**config.mk**
```make
export PLATFORM = sky130hd
export DESIGN_NAME = byte_mask_inversion_codec
export DESIGN_NICKNAME = d
export VERILOG_FILES = /design/src/hw/mask_inv_pkg.sv /design/src/hw/byte_mask_inversion_codec.sv
export SDC_FILE = /design/constraint.sdc
export NUM_CORES = 1
export LEC_CHECK = 0
export BUFFER_PORTS_ARGS = -buffer_cell sky130_fd_sc_hd__buf_4
export CORE_MARGIN = 3
export CORE_UTILIZATION = 54
export CTS_BUF_LIST = sky130_fd_sc_hd__clkbuf_16
export CTS_CLUSTER_DIAMETER = 30
export CTS_CLUSTER_SIZE = 16
export DETAILED_ROUTE_END_ITERATION = 7
export PLACE_DENSITY = 0.83
export SYNTH_ARGS = -nofsm -noshare
export SYNTH_HDL_FRONTEND = slang
export SYNTH_SLANG_ARGS = --single-unit
```
**constraint.sdc**
```tcl
create_clock -name sys_clk -period 2.7 [get_ports sys_clk]
set_input_delay 0.135 -clock sys_clk [delete_from_list [all_inputs] [get_ports sys_clk]]
set_output_delay 0.135 -clock sys_clk [all_outputs]
set_load 0.01 [all_outputs]
```
**src/hw/mask_inv_pkg.sv**
```systemverilog
// Constants shared by the byte mask and inversion codec and its register slave.
package mask_inv_pkg;

  // Organisation of the data interface: two byte lanes, bursts of eight beats.
  localparam int LANES     = 2;
  localparam int BYTE_W    = 8;
  localparam int DQ_W      = LANES * BYTE_W;
  localparam int BURST_LEN = 8;

  // A byte with more zero bits than this is sent inverted on reads.
  localparam logic [3:0] ZERO_LIMIT = 4'h4;

  // Register byte addresses on the AXI4-Lite port.
  localparam int        ADDR_W     = 8;
  localparam logic [7:0] ADDR_MR1    = 8'h00;
  localparam logic [7:0] ADDR_MR5    = 8'h04;
  localparam logic [7:0] ADDR_STATUS = 8'h08;

  // Mode register images hold the low sixteen address bits of the mode command.
  localparam int MR_W = 16;

  // Field positions inside the first mode register image.
  localparam int MR1_TERM_BIT = 11;
  localparam int MR1_RTT_LSB  = 8;
  localparam int RTT_W        = 3;

  // Field positions inside the fifth mode register image.
  localparam int MR5_RDINV_BIT = 12;
  localparam int MR5_WRINV_BIT = 11;
  localparam int MR5_MASK_BIT  = 10;

  // Bits that software may change; the termination strobe bit is left out.
  localparam logic [15:0] MR1_WR_MASK = 16'hF7FF;
  localparam logic [15:0] MR5_WR_MASK = 16'hFFFF;
  localparam logic [15:0] MR_RESET    = 16'h0000;

  // Status register bit positions.
  localparam int ST_LEGAL_BIT = 0;
  localparam int ST_RXON_BIT  = 1;
  localparam int ST_TXON_BIT  = 2;
  localparam int ST_BEAT_LSB  = 4;
  localparam int BEAT_W       = 3;

  // AXI response codes.
  localparam logic [1:0] RESP_OKAY   = 2'h0;
  localparam logic [1:0] RESP_SLVERR = 2'h2;

endpackage
```
**src/hw/byte_mask_inversion_codec.sv**
```systemverilog
// Byte write mask and bus inversion codec for a x16 DRAM data interface.
//
// Behaviour
// - Mask and inversion exist only in x8 and x16 parts, and this x16 part provides both.
// - The termination strobe function belongs to x8 parts only.
// - Each byte lane has one shared two-way flag pin that is active low.
// - Enables come from mode register bits: MR1 A11 termination, MR5 A12/A11/A10 read inv/write inv/mask.
// - With mask and write inversion both off the flag receiver is off and its level ignored.
// - On reads only inversion applies, and with it off the flag driver is off.
// - With termination enabled all mask and inversion functions are off.
// - With termination enabled the flag pin is never driven.
// - With termination enabled its pin pair uses the data strobe termination setting.
// - With mask on a byte is dropped when its flag sampled low and written when high.
// - With write inversion on a byte is inverted when its flag sampled low, else kept.
// - With read inversion on a byte with more than four zeros is inverted and its flag driven low.
// - The low byte pairs with the low lane flag and the high byte with the high one, per beat.
// - On a x8 read each beat's flag belongs to that beat's byte.
// - Only the documented enable combinations are legal and the status reports legality.
//
// The register offsets and the AXI4-Lite slave port were chosen for this implementation.
`timescale 1ns/1ps

module byte_mask_inversion_codec
  import mask_inv_pkg::*;
(
  input  wire logic                sys_clk,
  input  wire logic                arst_n,
  // AXI4-Lite register slave.
  input  wire logic [ADDR_W-1:0]   s_axi_awaddr,
  input  wire logic                s_axi_awvalid,
  output logic                     s_axi_awready,
  input  wire logic [31:0]         s_axi_wdata,
  input  wire logic [3:0]          s_axi_wstrb,
  input  wire logic                s_axi_wvalid,
  output logic                     s_axi_wready,
  output logic [1:0]               s_axi_bresp,
  output logic                     s_axi_bvalid,
  input  wire logic                s_axi_bready,
  input  wire logic [ADDR_W-1:0]   s_axi_araddr,
  input  wire logic                s_axi_arvalid,
  output logic                     s_axi_arready,
  output logic [31:0]              s_axi_rdata,
  output logic [1:0]               s_axi_rresp,
  output logic                     s_axi_rvalid,
  input  wire logic                s_axi_rready,
  // Data pins, each two-way pin split into input, output and active-low enable.
  input  wire logic [DQ_W-1:0]     dqIn,
  output logic [DQ_W-1:0]          dqOut,
  output logic [DQ_W-1:0]          dqOe_n,
  input  wire logic                wrBeatIn,
  // Shared lane flag pins: bit 0 low lane, bit 1 high lane.
  input  wire logic [LANES-1:0]    byteFlagIn_n,
  output logic [LANES-1:0]         byteFlagOut_n,
  output logic [LANES-1:0]         byteFlagOe_n,
  output logic                     flagRxOn,
  // Termination settings for the strobe pairs.
  input  wire logic [RTT_W-1:0]    dqsRtt,
  output logic [RTT_W-1:0]         termStrobeRtt,
  // Core side: write beats out, read beats in.
  output logic [DQ_W-1:0]          coreWrData,
  output logic [LANES-1:0]         coreWrByteEn,
  output logic                     coreWrValid,
  input  wire logic [DQ_W-1:0]     coreRdData,
  input  wire logic                coreRdValid
);

  // Read encoder decision for one byte: more zero bits than the limit; shared with its check.
  function automatic logic needInvert(input logic [BYTE_W-1:0] b);
    return (BYTE_W - $countones(b)) > int'(ZERO_LIMIT);
  endfunction

  logic [MR_W-1:0]       mr1_reg;
  logic [MR_W-1:0]       mr5_reg;
  logic                  awready_reg;
  logic                  bvalid_reg;
  logic [1:0]            bresp_reg;
  logic                  arready_reg;
  logic                  rvalid_reg;
  logic [1:0]            rresp_reg;
  logic [31:0]           rdata_reg;
  logic [DQ_W-1:0]       dqSync1_reg;
  logic [DQ_W-1:0]       dqSync2_reg;
  logic [LANES-1:0]      flagSync1_reg;
  logic [LANES-1:0]      flagSync2_reg;
  logic                  beatSync1_reg;
  logic                  beatSync2_reg;
  logic [DQ_W-1:0]       wrData_reg;
  logic [LANES-1:0]      wrByteEn_reg;
  logic                  wrValid_reg;
  logic [DQ_W-1:0]       dqOut_reg;
  logic [DQ_W-1:0]       dqOe_reg;
  logic [LANES-1:0]      flagOut_reg;
  logic [LANES-1:0]      flagOe_reg;
  logic                  rxOn_reg;
  logic [RTT_W-1:0]      termRtt_reg;
  logic [BEAT_W-1:0]     beatIdx_reg;
  logic                  termOn;
  logic                  maskOn;
  logic                  wrInvOn;
  logic                  rdInvOn;
  logic                  legalMode;
  logic                  wrTake;
  logic                  rdTake;
  logic [31:0]           wrBitMask;

  // Enables decoded from the mode register images.
  assign termOn  = mr1_reg[MR1_TERM_BIT];
  assign maskOn  = mr5_reg[MR5_MASK_BIT]  & ~termOn;
  assign wrInvOn = mr5_reg[MR5_WRINV_BIT] & ~termOn;
  assign rdInvOn = mr5_reg[MR5_RDINV_BIT] & ~termOn;

  // Legal combinations: mask and write inversion exclusive, termination alone.
  assign legalMode = termOn ? ~(mr5_reg[MR5_MASK_BIT] | mr5_reg[MR5_WRINV_BIT]
                                | mr5_reg[MR5_RDINV_BIT])
                            : ~(mr5_reg[MR5_MASK_BIT] & mr5_reg[MR5_WRINV_BIT]);

  // A write is taken only with address and data both present, so order is free.
  assign wrTake = s_axi_awvalid & s_axi_wvalid & ~awready_reg & ~bvalid_reg;
  assign rdTake = s_axi_arvalid & ~arready_reg & ~rvalid_reg;

  // Byte enables of the write strobe widened to bit lanes.
  always_comb begin
    for (int i = 0; i < 4; i++) begin
      wrBitMask[i*8 +: 8] = {8{s_axi_wstrb[i]}};
    end
  end

  // Write address and data channel ready, one cycle wide.
  always_ff @(posedge sys_clk or negedge arst_n) begin
    if (!arst_n) begin
      awready_reg <= 1'b0;
    end else begin
      awready_reg <= wrTake;
    end
  end

  // Write response; holds until the master takes it.
  always_ff @(posedge sys_clk or negedge arst_n) begin
    if (!arst_n) begin
      bvalid_reg <= 1'b0;
      bresp_reg  <= RESP_OKAY;
    end else if (awready_reg) begin
      bvalid_reg <= 1'b1;
      bresp_reg  <= (s_axi_awaddr == ADDR_MR1 || s_axi_awaddr == ADDR_MR5
                     || s_axi_awaddr == ADDR_STATUS) ? RESP_OKAY : RESP_SLVERR;
    end else if (s_axi_bready) begin
      bvalid_reg <= 1'b0;
    end
  end

  // Mode register images. The termination bit never sticks in this x16 part.
  always_ff @(posedge sys_clk or negedge arst_n) begin
    if (!arst_n) begin
      mr1_reg <= MR_RESET;
      mr5_reg <= MR_RESET;
    end else if (awready_reg) begin
      if (s_axi_awaddr == ADDR_MR1) begin
        mr1_reg <= (mr1_reg & ~(wrBitMask[MR_W-1:0] & MR1_WR_MASK))
                 | (s_axi_wdata[MR_W-1:0] & wrBitMask[MR_W-1:0] & MR1_WR_MASK);
      end
      if (s_axi_awaddr == ADDR_MR5) begin
        mr5_reg <= (mr5_reg & ~(wrBitMask[MR_W-1:0] & MR5_WR_MASK))
                 | (s_axi_wdata[MR_W-1:0] & wrBitMask[MR_W-1:0] & MR5_WR_MASK);
      end
    end
  end

  // Read channel; status shows legality, pin state and the beat position.
  always_ff @(posedge sys_clk or negedge arst_n) begin
    if (!arst_n) begin
      arready_reg <= 1'b0;
      rvalid_reg  <= 1'b0;
      rresp_reg   <= RESP_OKAY;
      rdata_reg   <= 32'h0000_0000;
    end else begin
      arready_reg <= rdTake;
      if (arready_reg) begin
        rvalid_reg <= 1'b1;
        rresp_reg  <= RESP_OKAY;
        rdata_reg  <= 32'h0000_0000;
        unique case (s_axi_araddr)
          ADDR_MR1:    rdata_reg[MR_W-1:0] <= mr1_reg;
          ADDR_MR5:    rdata_reg[MR_W-1:0] <= mr5_reg;
          ADDR_STATUS: begin
            rdata_reg[ST_LEGAL_BIT] <= legalMode;
            rdata_reg[ST_RXON_BIT]  <= rxOn_reg;
            rdata_reg[ST_TXON_BIT]  <= rdInvOn;
            rdata_reg[ST_BEAT_LSB +: BEAT_W] <= beatIdx_reg;
          end
          default:     rresp_reg <= RESP_SLVERR;
        endcase
      end else if (s_axi_rready) begin
        rvalid_reg <= 1'b0;
      end
    end
  end

  // Write pins are captured through two flip-flops before any decode.
  always_ff @(posedge sys_clk or negedge arst_n) begin
    if (!arst_n) begin
      dqSync1_reg   <= '0;
      dqSync2_reg   <= '0;
      flagSync1_reg <= '1;
      flagSync2_reg <= '1;
      beatSync1_reg <= 1'b0;
      beatSync2_reg <= 1'b0;
    end else begin
      dqSync1_reg   <= dqIn;
      dqSync2_reg   <= dqSync1_reg;
      flagSync1_reg <= byteFlagIn_n;
      flagSync2_reg <= flagSync1_reg;
      beatSync1_reg <= wrBeatIn;
      beatSync2_reg <= beatSync1_reg;
    end
  end

  // Receiver enable: off when neither write function needs the flag.
  always_ff @(posedge sys_clk or negedge arst_n) begin
    if (!arst_n) begin
      rxOn_reg <= 1'b0;
    end else begin
      rxOn_reg <= maskOn | wrInvOn;
    end
  end

  // Beat position inside the burst of eight, counted over write and read beats.
  always_ff @(posedge sys_clk or negedge arst_n) begin
    if (!arst_n) begin
      beatIdx_reg <= '0;
    end else if (beatSync2_reg | coreRdValid) begin
      beatIdx_reg <= beatIdx_reg + 3'h1;
    end
  end

  // Per-lane write decode; each lane reads only its own flag.
  for (genvar ln = 0; ln < LANES; ln++) begin : g_wr_lane
    always_ff @(posedge sys_clk or negedge arst_n) begin
      if (!arst_n) begin
        wrData_reg[ln*BYTE_W +: BYTE_W] <= '0;
        wrByteEn_reg[ln]                <= 1'b0;
      end else if (beatSync2_reg) begin
        // A low flag inverts the byte only under write inversion.
        wrData_reg[ln*BYTE_W +: BYTE_W] <= (wrInvOn & ~flagSync2_reg[ln])
          ? ~dqSync2_reg[ln*BYTE_W +: BYTE_W] : dqSync2_reg[ln*BYTE_W +: BYTE_W];
        // A low flag drops the byte only under masking; otherwise the level is ignored.
        wrByteEn_reg[ln] <= ~(maskOn & ~flagSync2_reg[ln]);
      end
    end
  end

  // Write beat strobe to the core, one cycle per beat.
  always_ff @(posedge sys_clk or negedge arst_n) begin
    if (!arst_n) begin
      wrValid_reg <= 1'b0;
    end else begin
      wrValid_reg <= beatSync2_reg;
    end
  end

  // Per-lane read encoder; the flag is the same beat's decision for that byte.
  for (genvar ln = 0; ln < LANES; ln++) begin : g_rd_lane
    always_ff @(posedge sys_clk or negedge arst_n) begin
      if (!arst_n) begin
        dqOut_reg[ln*BYTE_W +: BYTE_W] <= '0;
        flagOut_reg[ln]                <= 1'b1;
        flagOe_reg[ln]                 <= 1'b1;
      end else begin
        if (rdInvOn & needInvert(coreRdData[ln*BYTE_W +: BYTE_W])) begin
          dqOut_reg[ln*BYTE_W +: BYTE_W] <= ~coreRdData[ln*BYTE_W +: BYTE_W];
          flagOut_reg[ln]                <= 1'b0;
        end else begin
          dqOut_reg[ln*BYTE_W +: BYTE_W] <= coreRdData[ln*BYTE_W +: BYTE_W];
          flagOut_reg[ln]                <= 1'b1;
        end
        // Driver stays off without read inversion or under termination.
        flagOe_reg[ln] <= ~(coreRdValid & rdInvOn & ~termOn);
      end
    end
  end

  // Data pins are driven only on read beats.
  always_ff @(posedge sys_clk or negedge arst_n) begin
    if (!arst_n) begin
      dqOe_reg <= '1;
    end else begin
      dqOe_reg <= {DQ_W{~coreRdValid}};
    end
  end

  // The termination pair copies the strobe termination while enabled.
  always_ff @(posedge sys_clk or negedge arst_n) begin
    if (!arst_n) begin
      termRtt_reg <= '0;
    end else begin
      termRtt_reg <= termOn ? dqsRtt : '0;
    end
  end

  assign s_axi_awready = awready_reg;
  assign s_axi_wready  = awready_reg;
  assign s_axi_bvalid  = bvalid_reg;
  assign s_axi_bresp   = bresp_reg;
  assign s_axi_arready = arready_reg;
  assign s_axi_rvalid  = rvalid_reg;
  assign s_axi_rresp   = rresp_reg;
  assign s_axi_rdata   = rdata_reg;
  assign dqOut         = dqOut_reg;
  assign dqOe_n        = dqOe_reg;
  assign byteFlagOut_n = flagOut_reg;
  assign byteFlagOe_n  = flagOe_reg;
  assign flagRxOn      = rxOn_reg;
  assign termStrobeRtt = termRtt_reg;
  assign coreWrData    = wrData_reg;
  assign coreWrByteEn  = wrByteEn_reg;
  assign coreWrValid   = wrValid_reg;
endmodule

```
==> results.sh, run 1 <==
export IMPL_die_x_um=108
export IMPL_area_growth_pct=43.4
export IMPL_ys_warn_count=0
export IMPL_fin_nets=774
export IMPL_async_flop_share_pct=100
export IMPL_finalWirelength_um=12900
export IMPL_hold_viol_final=0
export IMPL_viasPerCell=4.90
export IMPL_synth_top_area_share_pct=55.8
export IMPL_hold_path_class="in -> reg"
export IMPL_crit_required_ns=2.99
export IMPL_period_needed_ns=2.74
export IMPL_cts_max_path_buffers=2
export IMPL_drc_errors=0
export IMPL_p_leak_nw=3.92
export IMPL_tightest_slew_ns=0.875
export IMPL_syn_inst=438
export IMPL_dp_cells=712
export IMPL_antenna_found_initial=1
export IMPL_die_h_um=108
export IMPL_worst_skew_pair_late_latency_ns=0.41
export IMPL_ys_seq_area_share_pct=59.5
export IMPL_hold_ws_ns=0.0173
export IMPL_routabilityCongestion=0.797
export IMPL_maxSlewViolCount=0
export IMPL_cp_start_kind="input pin"
export IMPL_layout_drive_gt1_share_pct=41.1
export IMPL_worstPathArrival_ns=3.03
export IMPL_layout_commonest_cell="buf_4"
export IMPL_vias=3909
export IMPL_placed_cell_area_um2=6940
export IMPL_htree_levels=4
export IMPL_final_core_util_pct=81.5
export IMPL_fin_crit_sh_pct=101
export IMPL_setup_viol=5
export IMPL_synth_seq_cells=134
export IMPL_vdd_drop_max_v=0.000404
export IMPL_synth_cell_types=40
export IMPL_finClkSkew_ns=0.00847
export IMPL_worst_slack_ns=-0.0384
export IMPL_design_area_um2=8110
export IMPL_criticalPathCategory="in -> reg"
export IMPL_cts_root_buf="clkbuf_16"
export IMPL_cts_setup_buffers=0
export IMPL_cts_reportedPaths_clkPinSlew_ns=0.05
export IMPL_grt_pass1_vias=4130
export IMPL_boundaryPins=198
export IMPL_cap_violations=0
export IMPL_cts_inserted_buffers=17
export IMPL_most_common_layout_cells="buf_4 (168), dfrtp_1 (126), dlygate4sd3_1 (51)"
export IMPL_gr_usage_all_layers_pct=22.8
export IMPL_rsz0062_at_grt="true"
export IMPL_die_area_um2=11700
export IMPL_synth_area_um2=5650
export IMPL_wl_per_cell_um=16.1
export IMPL_synthFlopType="dfrtp_1"
export IMPL_max_freq_mhz=365
export IMPL_p_per_area_nw_per_um2=629
export IMPL_avgSynthCellArea_um2=12.9
export IMPL_start_util_pct=56.8
export IMPL_crit_path_end_kind="flop"
export IMPL_status="finished with violations"
export IMPL_cts_tree="yes"
export IMPL_synth_edf_count=0
export IMPL_core_area_um2=9950
export IMPL_p_total_w=0.00510
export IMPL_finalNonFillerCells=798
export IMPL_numPortBuffers=155
export IMPL_ys_top_cells_by_area="dfrtp_1 (56%), mux2_2 (6.4%), xnor2_1 (5.3%), buf_4 (5.0%), ha_1 (3.8%)"
export IMPL_drt_iter0_drc=134
export IMPL_slew_headroom_pct=41.5
export IMPL_cts_sinks=134
export IMPL_rows=36
export IMPL_violations="negative setup slack"
export IMPL_synth_area_leader_cell="dfrtp_1"
export IMPL_grt_max_degree=78
export IMPL_dr_pass1_iters=4
export IMPL_drt_antenna_violating_nets=0
export IMPL_hpwl_um=8570
export IMPL_worstPathMaxFanout=5
export IMPL_grt_pass1_wl_um=20200
export IMPL_grt_overflow_total=0
area by class of cell:
cell class                 instances  area [µm²]
antenna                            1        2.50
clock buffer                      17         425
clock inverter                    15         140
fill                             571        1850
inverter                          44         200
multi-input combinational        229        1960
sequential                       134        3360
tap                              133         166
timing repair buffer             225        1860
what timing repair did:
action / in CTS / in global routing
hold buffers: 50 / 1
setup endpoints to repair: 16 / 16
cloned: 0 / 2
hold endpoints to repair: 136 / 1
pin swaps: 0 / 10
gates resized for setup: 2 / 16
synthesized netlist by cell type (5+ instances only):
cell type    n
buf_4       38
dfstp_2      8
fa_1         8
ha_1        17
nor2_1      20
dfrtp_1    126
inv_1       44
mux2_2      32
clkbuf_1    11
mux2i_1     14
a2bb2oi_1    5
nor2b_1      5
nand2_1      9
xnor2_1     34
o22ai_1     15
a21oi_1     17
power by group:
group / internal (W) / switching, W / leakage [nW]
sequential: 0.00212 / 0.0000682 / 1.65
combinational: 0.000405 / 0.000349 / 2.00
clock: 0.00134 / 0.000816 / 0.266
total: 0.00386 / 0.00123 / 3.92
final timing paths:
path / startpoint / to / slack [ns] / cells past startpoint
worst max-delay path: coreRdData[7] / dqOut[6] / -0.04 / 11
worst min-delay path: coreRdData[9] / dqOut[9] / 0.02 / 3
worst max register to register: s_axi_arready / s_axi_rdata[8] / 0.98 / 3
worst min register to register: dqSync1_reg[4] / dqSync2_reg[4] / 0.34 / 0
max in group asynchronous: arst_n / flagSync2_reg[0] / 1.56 / 3
min in group asynchronous: arst_n / s_axi_awready / 0.34 / 2
routing by layer:
layer  GRT usage (%)  part of all wire, %
met5               0                    0
met4            8.66                  2.1
met3            6.45                  6.7
met2            39.8                   53
met1            26.8                   39
per-stage QoR:
step                      TNS, ns  worst slack [ns]
after CTS                       0           0.00873
after global placement      -6.64            -0.400
after detailed placement    -8.61            -0.524
final                      -0.120           -0.0384
after global routing       -0.538            -0.102
after floorplan             -2.01            -0.127
worst max-delay path: stages:
cell      delay [ns]
buf_8           0.08
inv_4           0.03
fa_1            0.54
ha_4            0.21
fa_1            0.53
ha_2            0.19
inv_2           0.04
fa_1            0.46
o21bai_4        0.19
a221o_2         0.45
xnor2_2         0.17
logic make-up after synthesis:
family	share of synthesized area, %
XOR/XNOR	5.27
AO/OA/AOI/OAI	5.89
flip-flops	59.5
AND/OR/NAND/NOR	4.83
adder cells (fa/ha/maj)	6.60
multiplexers	8.85
buffers and inverters	9.01
other	0.0663
(Power assumes the default switching activity.)
==> run 2: changes to the inputs <==
--- a/config.mk
+++ b/config.mk
@@ -5,6 +5,7 @@
 export SDC_FILE = /design/constraint.sdc
 export NUM_CORES = 1
 export LEC_CHECK = 0
+export ABC_AREA = 1
 export BUFFER_PORTS_ARGS = -buffer_cell sky130_fd_sc_hd__buf_4
 export CORE_MARGIN = 3
 export CORE_UTILIZATION = 54
==> results.sh, run 2 <==
export IMPL_status="completed"
export IMPL_drc_errors=0
export IMPL_hpwl_um=9400
export IMPL_synth_commonest_cells="nand2_1 (128), dfrtp_1 (126), buf_4 (42)"
export IMPL_cts_inserted_buffers=17
export IMPL_rsz0062_at_grt="false"
export IMPL_drt_antenna_violating_nets=0
export IMPL_grt_overflow_total=0
export IMPL_crit_required_ns=3.00
export IMPL_cts_max_path_buffers=2
export IMPL_core_area_um2=10400
export IMPL_area_growth_pct=37.2
export IMPL_rr_startpoint="s_axi_arready"
export IMPL_most_common_layout_cells="buf_4 (171), nand2_1 (126), dfrtp_1 (126)"
export IMPL_htree_levels=4
export IMPL_rows=37
export IMPL_synth_top_area_share_pct=54.2
export IMPL_die_area_um2=12100
export IMPL_cp_start_kind="input pin"
export IMPL_fin_nets=867
export IMPL_maxSlewViolCount=0
export IMPL_antenna_found_initial=0
export IMPL_viasPerCell=5.13
export IMPL_synth_seq_cells=134
export IMPL_synth_edf_count=0
export IMPL_p_total_w=0.00551
export IMPL_layout_drive_gt1_share_pct=30.5
export IMPL_cts_reportedPaths_clkPinSlew_ns=0.06
export IMPL_crit_path_end_kind="flop"
export IMPL_async_flop_share_pct=100
export IMPL_setup_viol=0
export IMPL_dr_pass1_iters=5
export IMPL_ys_warn_count=0
export IMPL_final_core_util_pct=76.7
export IMPL_worstPathMaxFanout=4
export IMPL_finalNonFillerCells=893
export IMPL_vdd_drop_max_v=0.000387
export IMPL_max_freq_mhz=393
export IMPL_design_area_um2=7990
export IMPL_ys_top_cells_by_area="dfrtp_1 (54%), nand2_1 (8.3%), buf_4 (5.4%), xor2_1 (4.8%), ha_1 (3.7%)"
export IMPL_final_setup_tns_ns=0
export IMPL_grt_max_degree=85
export IMPL_routabilityCongestion=0.808
export IMPL_p_per_area_nw_per_um2=689
export IMPL_hold_viol_final=0
export IMPL_slew_headroom_pct=42.4
export IMPL_synth_most_common_cell="nand2_1"
export IMPL_finClkSkew_ns=0.0102
export IMPL_worstPathArrival_ns=2.84
export IMPL_wl_per_cell_um=15.7
export IMPL_cap_violations=0
export IMPL_avgSynthCellArea_um2=10.4
export IMPL_syn_inst=558
export IMPL_rrSetupSlack_ns=0.87
export IMPL_period_needed_ns=2.54
export IMPL_worst_skew_pair_late_latency_ns=0.41
export IMPL_cts_tree="yes"
export IMPL_worstHoldStart="s_axi_wdata[8]"
export IMPL_cts_sinks=134
export IMPL_grt_pass1_wl_um=22000
export IMPL_reg2regPathDepth=3
export IMPL_rr_endpoint="s_axi_rdata[9]"
export IMPL_finalWirelength_um=14000
export IMPL_layout_commonest_cell="buf_4"
export IMPL_fin_crit_sh_pct=94.3
export IMPL_start_util_pct=55.9
export IMPL_die_x_um=110
export IMPL_whs_path_depth=3
export IMPL_cts_setup_buffers=0
export IMPL_vias=4584
export IMPL_p_leak_nw=4.06
export IMPL_boundaryPins=198
export IMPL_n_antenna_cell=0
export IMPL_die_h_um=110
export IMPL_synth_cell_types=29
export IMPL_gr_usage_all_layers_pct=23.8
export IMPL_grt_pass1_vias=4529
export IMPL_ys_seq_area_share_pct=57.8
export IMPL_synthFlopType="dfrtp_1"
export IMPL_hold_path_class="in -> reg"
export IMPL_drt_iter0_drc=349
export IMPL_synth_area_leader_cell="dfrtp_1"
export IMPL_cts_root_buf="clkbuf_16"
export IMPL_placed_cell_area_um2=7000
export IMPL_numPortBuffers=155
export IMPL_synth_area_um2=5820
export IMPL_dp_cells=826
export IMPL_tightest_slew_ns=0.863
export IMPL_criticalPathCategory="in -> reg"
==> run 2: worst max-delay path, stage by stage <==
cell and delay, ns:
buf_4 0.11, inv_1 0.11, fa_2 0.46, ha_2 0.20, fa_1 0.52, ha_2 0.19, inv_1 0.05, fa_1 0.45
o21bai_1 0.17, nand3b_1 0.16, nand2_2 0.12, xor2_1 0.16
==> run 2: where the power goes <==
| group | switching, W | internal, W |
|---|---|---|
| sequential | 0.000121 | 0.00217 |
| combinational | 0.000420 | 0.000409 |
| clock | 0.000910 | 0.00148 |
| total | 0.00145 | 0.00405 |
==> run 2: through the flow <==
stage	hold WS, ns	setup WS (ns)
after global placement	0.186	-0.139
after floorplan	-0.161	0.0214
after CTS	0.000889	0.131
after detailed placement	0.210	-0.301
after global routing	0.0165	0.00709
final	0.00592	0.155
==> run 2: how the worst max path moves through the flow <==
stage / from / end / slack [ns] / cells after the start
after CTS: coreRdData[9] / dqOut[14] / 0.13 / 12
after global routing: coreRdData[14] / dqOut[13] / 0.007 / 12
after global placement: coreRdData[10] / dqOut[9] / -0.14 / 12
after detailed placement: coreRdData[9] / dqOut[13] / -0.30 / 12
final: coreRdData[14] / dqOut[8] / 0.16 / 12
after floorplan: coreRdData[1] / dqOut[0] / 0.02 / 11
==> run 2: cell type report <==
| class | instances | area, µm² |
|---|---|---|
| Clock buffer | 17 | 425 |
| Fill cell | 670 | 2430 |
| Tap cell | 136 | 170 |
| Multi-Input combinational cell | 348 | 2050 |
| Sequential cell | 134 | 3360 |
| Clock inverter | 15 | 194 |
| Inverter | 37 | 139 |
| Timing Repair Buffer | 206 | 1640 |
==> run 2: metal layers <==
layer / track usage [%] / vias up / wire length [µm] / share of wire, %
met3: 5.28 / 33 / 930 / 6.6
met1: 29.7 / 2212 / 5370 / 38
met2: 41.2 / 218 / 7420 / 53
met5: 0 / - / 0 / 0
met4: 7.75 / 0 / 312 / 2.2
li1: - / 2121 / - / -
==> run 2: cells by family after synthesis <==
family,synth area share (%)
flops,57.8
buf+inv,9.20
mux,0.193
compound gates,4.08
xor+xnor,5.12
simple gates,17.2
fa+ha+maj,6.40
other cells,0.0644
==> run 2: what timing repair did <==
item | in CTS | in global routing
hold endpoints to repair | 83 | 0
setup endpoints to repair | 0 | 6
gates resized for setup | 0 | 5
hold buffers | 34 | 0
==> run 3: changes to the inputs <==
--- a/config.mk
+++ b/config.mk
@@ -5,7 +5,6 @@
 export SDC_FILE = /design/constraint.sdc
 export NUM_CORES = 1
 export LEC_CHECK = 0
-export ABC_AREA = 1
 export BUFFER_PORTS_ARGS = -buffer_cell sky130_fd_sc_hd__buf_4
 export CORE_MARGIN = 3
 export CORE_UTILIZATION = 54
@@ -14,6 +13,7 @@
 export CTS_CLUSTER_SIZE = 16
 export DETAILED_ROUTE_END_ITERATION = 7
 export PLACE_DENSITY = 0.83
+export REMOVE_ABC_BUFFERS = 1
 export SYNTH_ARGS = -nofsm -noshare
 export SYNTH_HDL_FRONTEND = slang
 export SYNTH_SLANG_ARGS = --single-unit
==> results.sh, run 3 (synthesis results as in run 1) <==
export IMPL_fin_crit_sh_pct=102
export IMPL_cpPeakStageDelay_ns=0.52
export IMPL_area_growth_pct=43.9
export IMPL_dr_pass1_iters=5
export IMPL_rsz0062_at_grt="true"
export IMPL_rows=36
export IMPL_period_needed_ns=2.76
export IMPL_setup_viol=11
export IMPL_post_place_ws_ns=-0.526
export IMPL_n_antenna_cell=0
export IMPL_numPortBuffers=155
export IMPL_p_per_area_nw_per_um2=642
export IMPL_p_leak_nw=3.96
export IMPL_drc_errors=0
export IMPL_drt_iter0_drc=113
export IMPL_viasPerCell=4.96
export IMPL_crit_path_end_kind="flop"
export IMPL_htree_levels=4
export IMPL_fillerInstances=537
export IMPL_die_h_um=108
export IMPL_worstPathMaxFanout=5
export IMPL_tightest_slew_ns=0.911
export IMPL_hold_path_class="in -> reg"
export IMPL_cpMaxStageDelayCell="fa_1"
export IMPL_max_freq_mhz=362
export IMPL_most_common_layout_cells="buf_4 (167), dfrtp_1 (126), dlygate4sd3_1 (51)"
export IMPL_layout_drive_gt1_share_pct=42.2
export IMPL_worst_skew_pair_late_latency_ns=0.40
export IMPL_worst_slack_ns=-0.0617
export IMPL_finalNonFillerCells=797
export IMPL_hold_viol_final=0
export IMPL_slew_headroom_pct=39.1
export IMPL_layout_commonest_cell="buf_4"
export IMPL_die_x_um=108
export IMPL_routabilityCongestion=0.796
export IMPL_path_buf_inv=3
export IMPL_hpwl_um=8250
export IMPL_grt_pass1_vias=4210
export IMPL_violations="negative setup slack"
export IMPL_final_core_util_pct=81.7
export IMPL_core_area_um2=9950
export IMPL_grt_pass1_wl_um=20500
export IMPL_grt_overflow_total=0
export IMPL_status="finished with violations"
export IMPL_grt_max_degree=85
export IMPL_cts_root_buf="clkbuf_16"
export IMPL_p_total_w=0.00522
export IMPL_finalWirelength_um=13500
export IMPL_fin_nets=774
export IMPL_drt_antenna_violating_nets=0
export IMPL_antenna_found_initial=0
export IMPL_cts_inserted_buffers=17
export IMPL_cts_tree="yes"
export IMPL_cp_cell_sequence="buf_8 > inv_4 > fa_1 > ha_4 > fa_1 > ha_2 > inv_2 > fa_1 > o21bai_4 > a221o_2 > xnor2_1"
export IMPL_die_area_um2=11700
export IMPL_cts_reportedPaths_clkPinSlew_ns=0.06
export IMPL_maxSlewViolCount=0
export IMPL_vias=3952
export IMPL_cp_start_kind="input pin"
export IMPL_criticalPathCategory="in -> reg"
export IMPL_cts_sinks=134
export IMPL_cts_max_path_buffers=2
export IMPL_start_util_pct=56.8
export IMPL_grtUsageMet2_pct=41.7
export IMPL_gr_usage_all_layers_pct=23.1
export IMPL_grt_met1_usage_pct=25.9
export IMPL_cpMostUsedCell="fa_1"
export IMPL_cap_violations=0
export IMPL_wl_per_cell_um=17.0
export IMPL_dp_cells=710
export IMPL_finClkSkew_ns=0.00714
export IMPL_boundaryPins=198
export IMPL_crit_required_ns=3.02
export IMPL_worstPathArrival_ns=3.08
export IMPL_crit_family="adder cells"
export IMPL_gr_usage_met3_pct=5.91
export IMPL_top_usage_layer="met2"
export IMPL_vdd_drop_max_v=0.000479
## run 3: changes by cell type in the layout (fill, tap and decap cells not counted), sizes merged, moves of 14 or more
cell         before  now
dlygate4sd3      34   51
mux2              1   32
mux2i             0   14
nand2           129    9
nand3            32    2
nand4            31    2
o21ai            23    1
o22ai             0   15
xnor2             2   34
xor2             32    0
## run 3: worst register-to-register path, stage by stage, from the launching register on
cell and delay (ns):
dfrtp_1 0.47, nor2b_1 0.77, xnor2_1 0.20, a21oi_1 0.10
## run 3: metrics by stage
stage / cell area, µm² / setup TNS (ns) / hold WS, ns
detailed placement: 6860 / -8.73 / 0.223
global placement: 6860 / -6.54 / 0.210
floorplan: 5380 / -3.48 / -0.161
CTS: 7960 / 0 / 0.000165
global route: 8140 / -1.07 / 0.0109
finish: 8140 / -0.450 / 0.0180
## run 3: where the power goes
part,leakage [nW],switching [W],internal (W)
Sequential,1.65,0.0000718,0.00212
Combinational,2.02,0.000373,0.000431
Clock,0.286,0.000808,0.00142
## run 3: path summary, 6_finish.rpt
| kind | from | to | slack [ns] | cells after the start |
|---|---|---|---|---|
| hold reg to reg | dqSync1_reg[14] | dqSync2_reg[14] | 0.35 | 0 |
| setup reg to reg | flop | coreWrData[15] | 1.02 | 3 |
| max in group asynchronous | arst_n | dqOe_n[0] | 1.58 | 3 |
| min in group asynchronous | arst_n | async pin | 0.32 | 2 |
| setup / recovery | coreRdData[13] | dqOut[15] | -0.06 | 11 |
| hold / removal | coreRdData[3] | dqOut[3] | 0.02 | 3 |
## run 3: per-layer routing
layer | part of all wire [%] | up-vias
met5 | 0 | -
met4 | 2.5 | 0
met3 | 5.9 | 30
met2 | 55 | 156
met1 | 37 | 1939
li1 | - | 1827
## run 3: area by class of cell
class / instances / area [µm²] / area share [%]
timing repair buffer: 225 / 1860 / 22.9
multi-input combinational: 229 / 2000 / 24.6
inverter: 44 / 173 / 2.12
sequential: 134 / 3360 / 41.3
clock inverter: 15 / 146 / 1.80
tap: 133 / 166 / 2.05
clock buffer: 17 / 425 / 5.23
## run 3: what timing repair did
action	in CTS	in global routing
hold buffers	51	0
buffers inserted	0	2
setup endpoints to repair	16	16
gates cloned	1	1
endpoints found under the hold margin	142	0
pin swaps	1	20
gates resized for setup	4	44
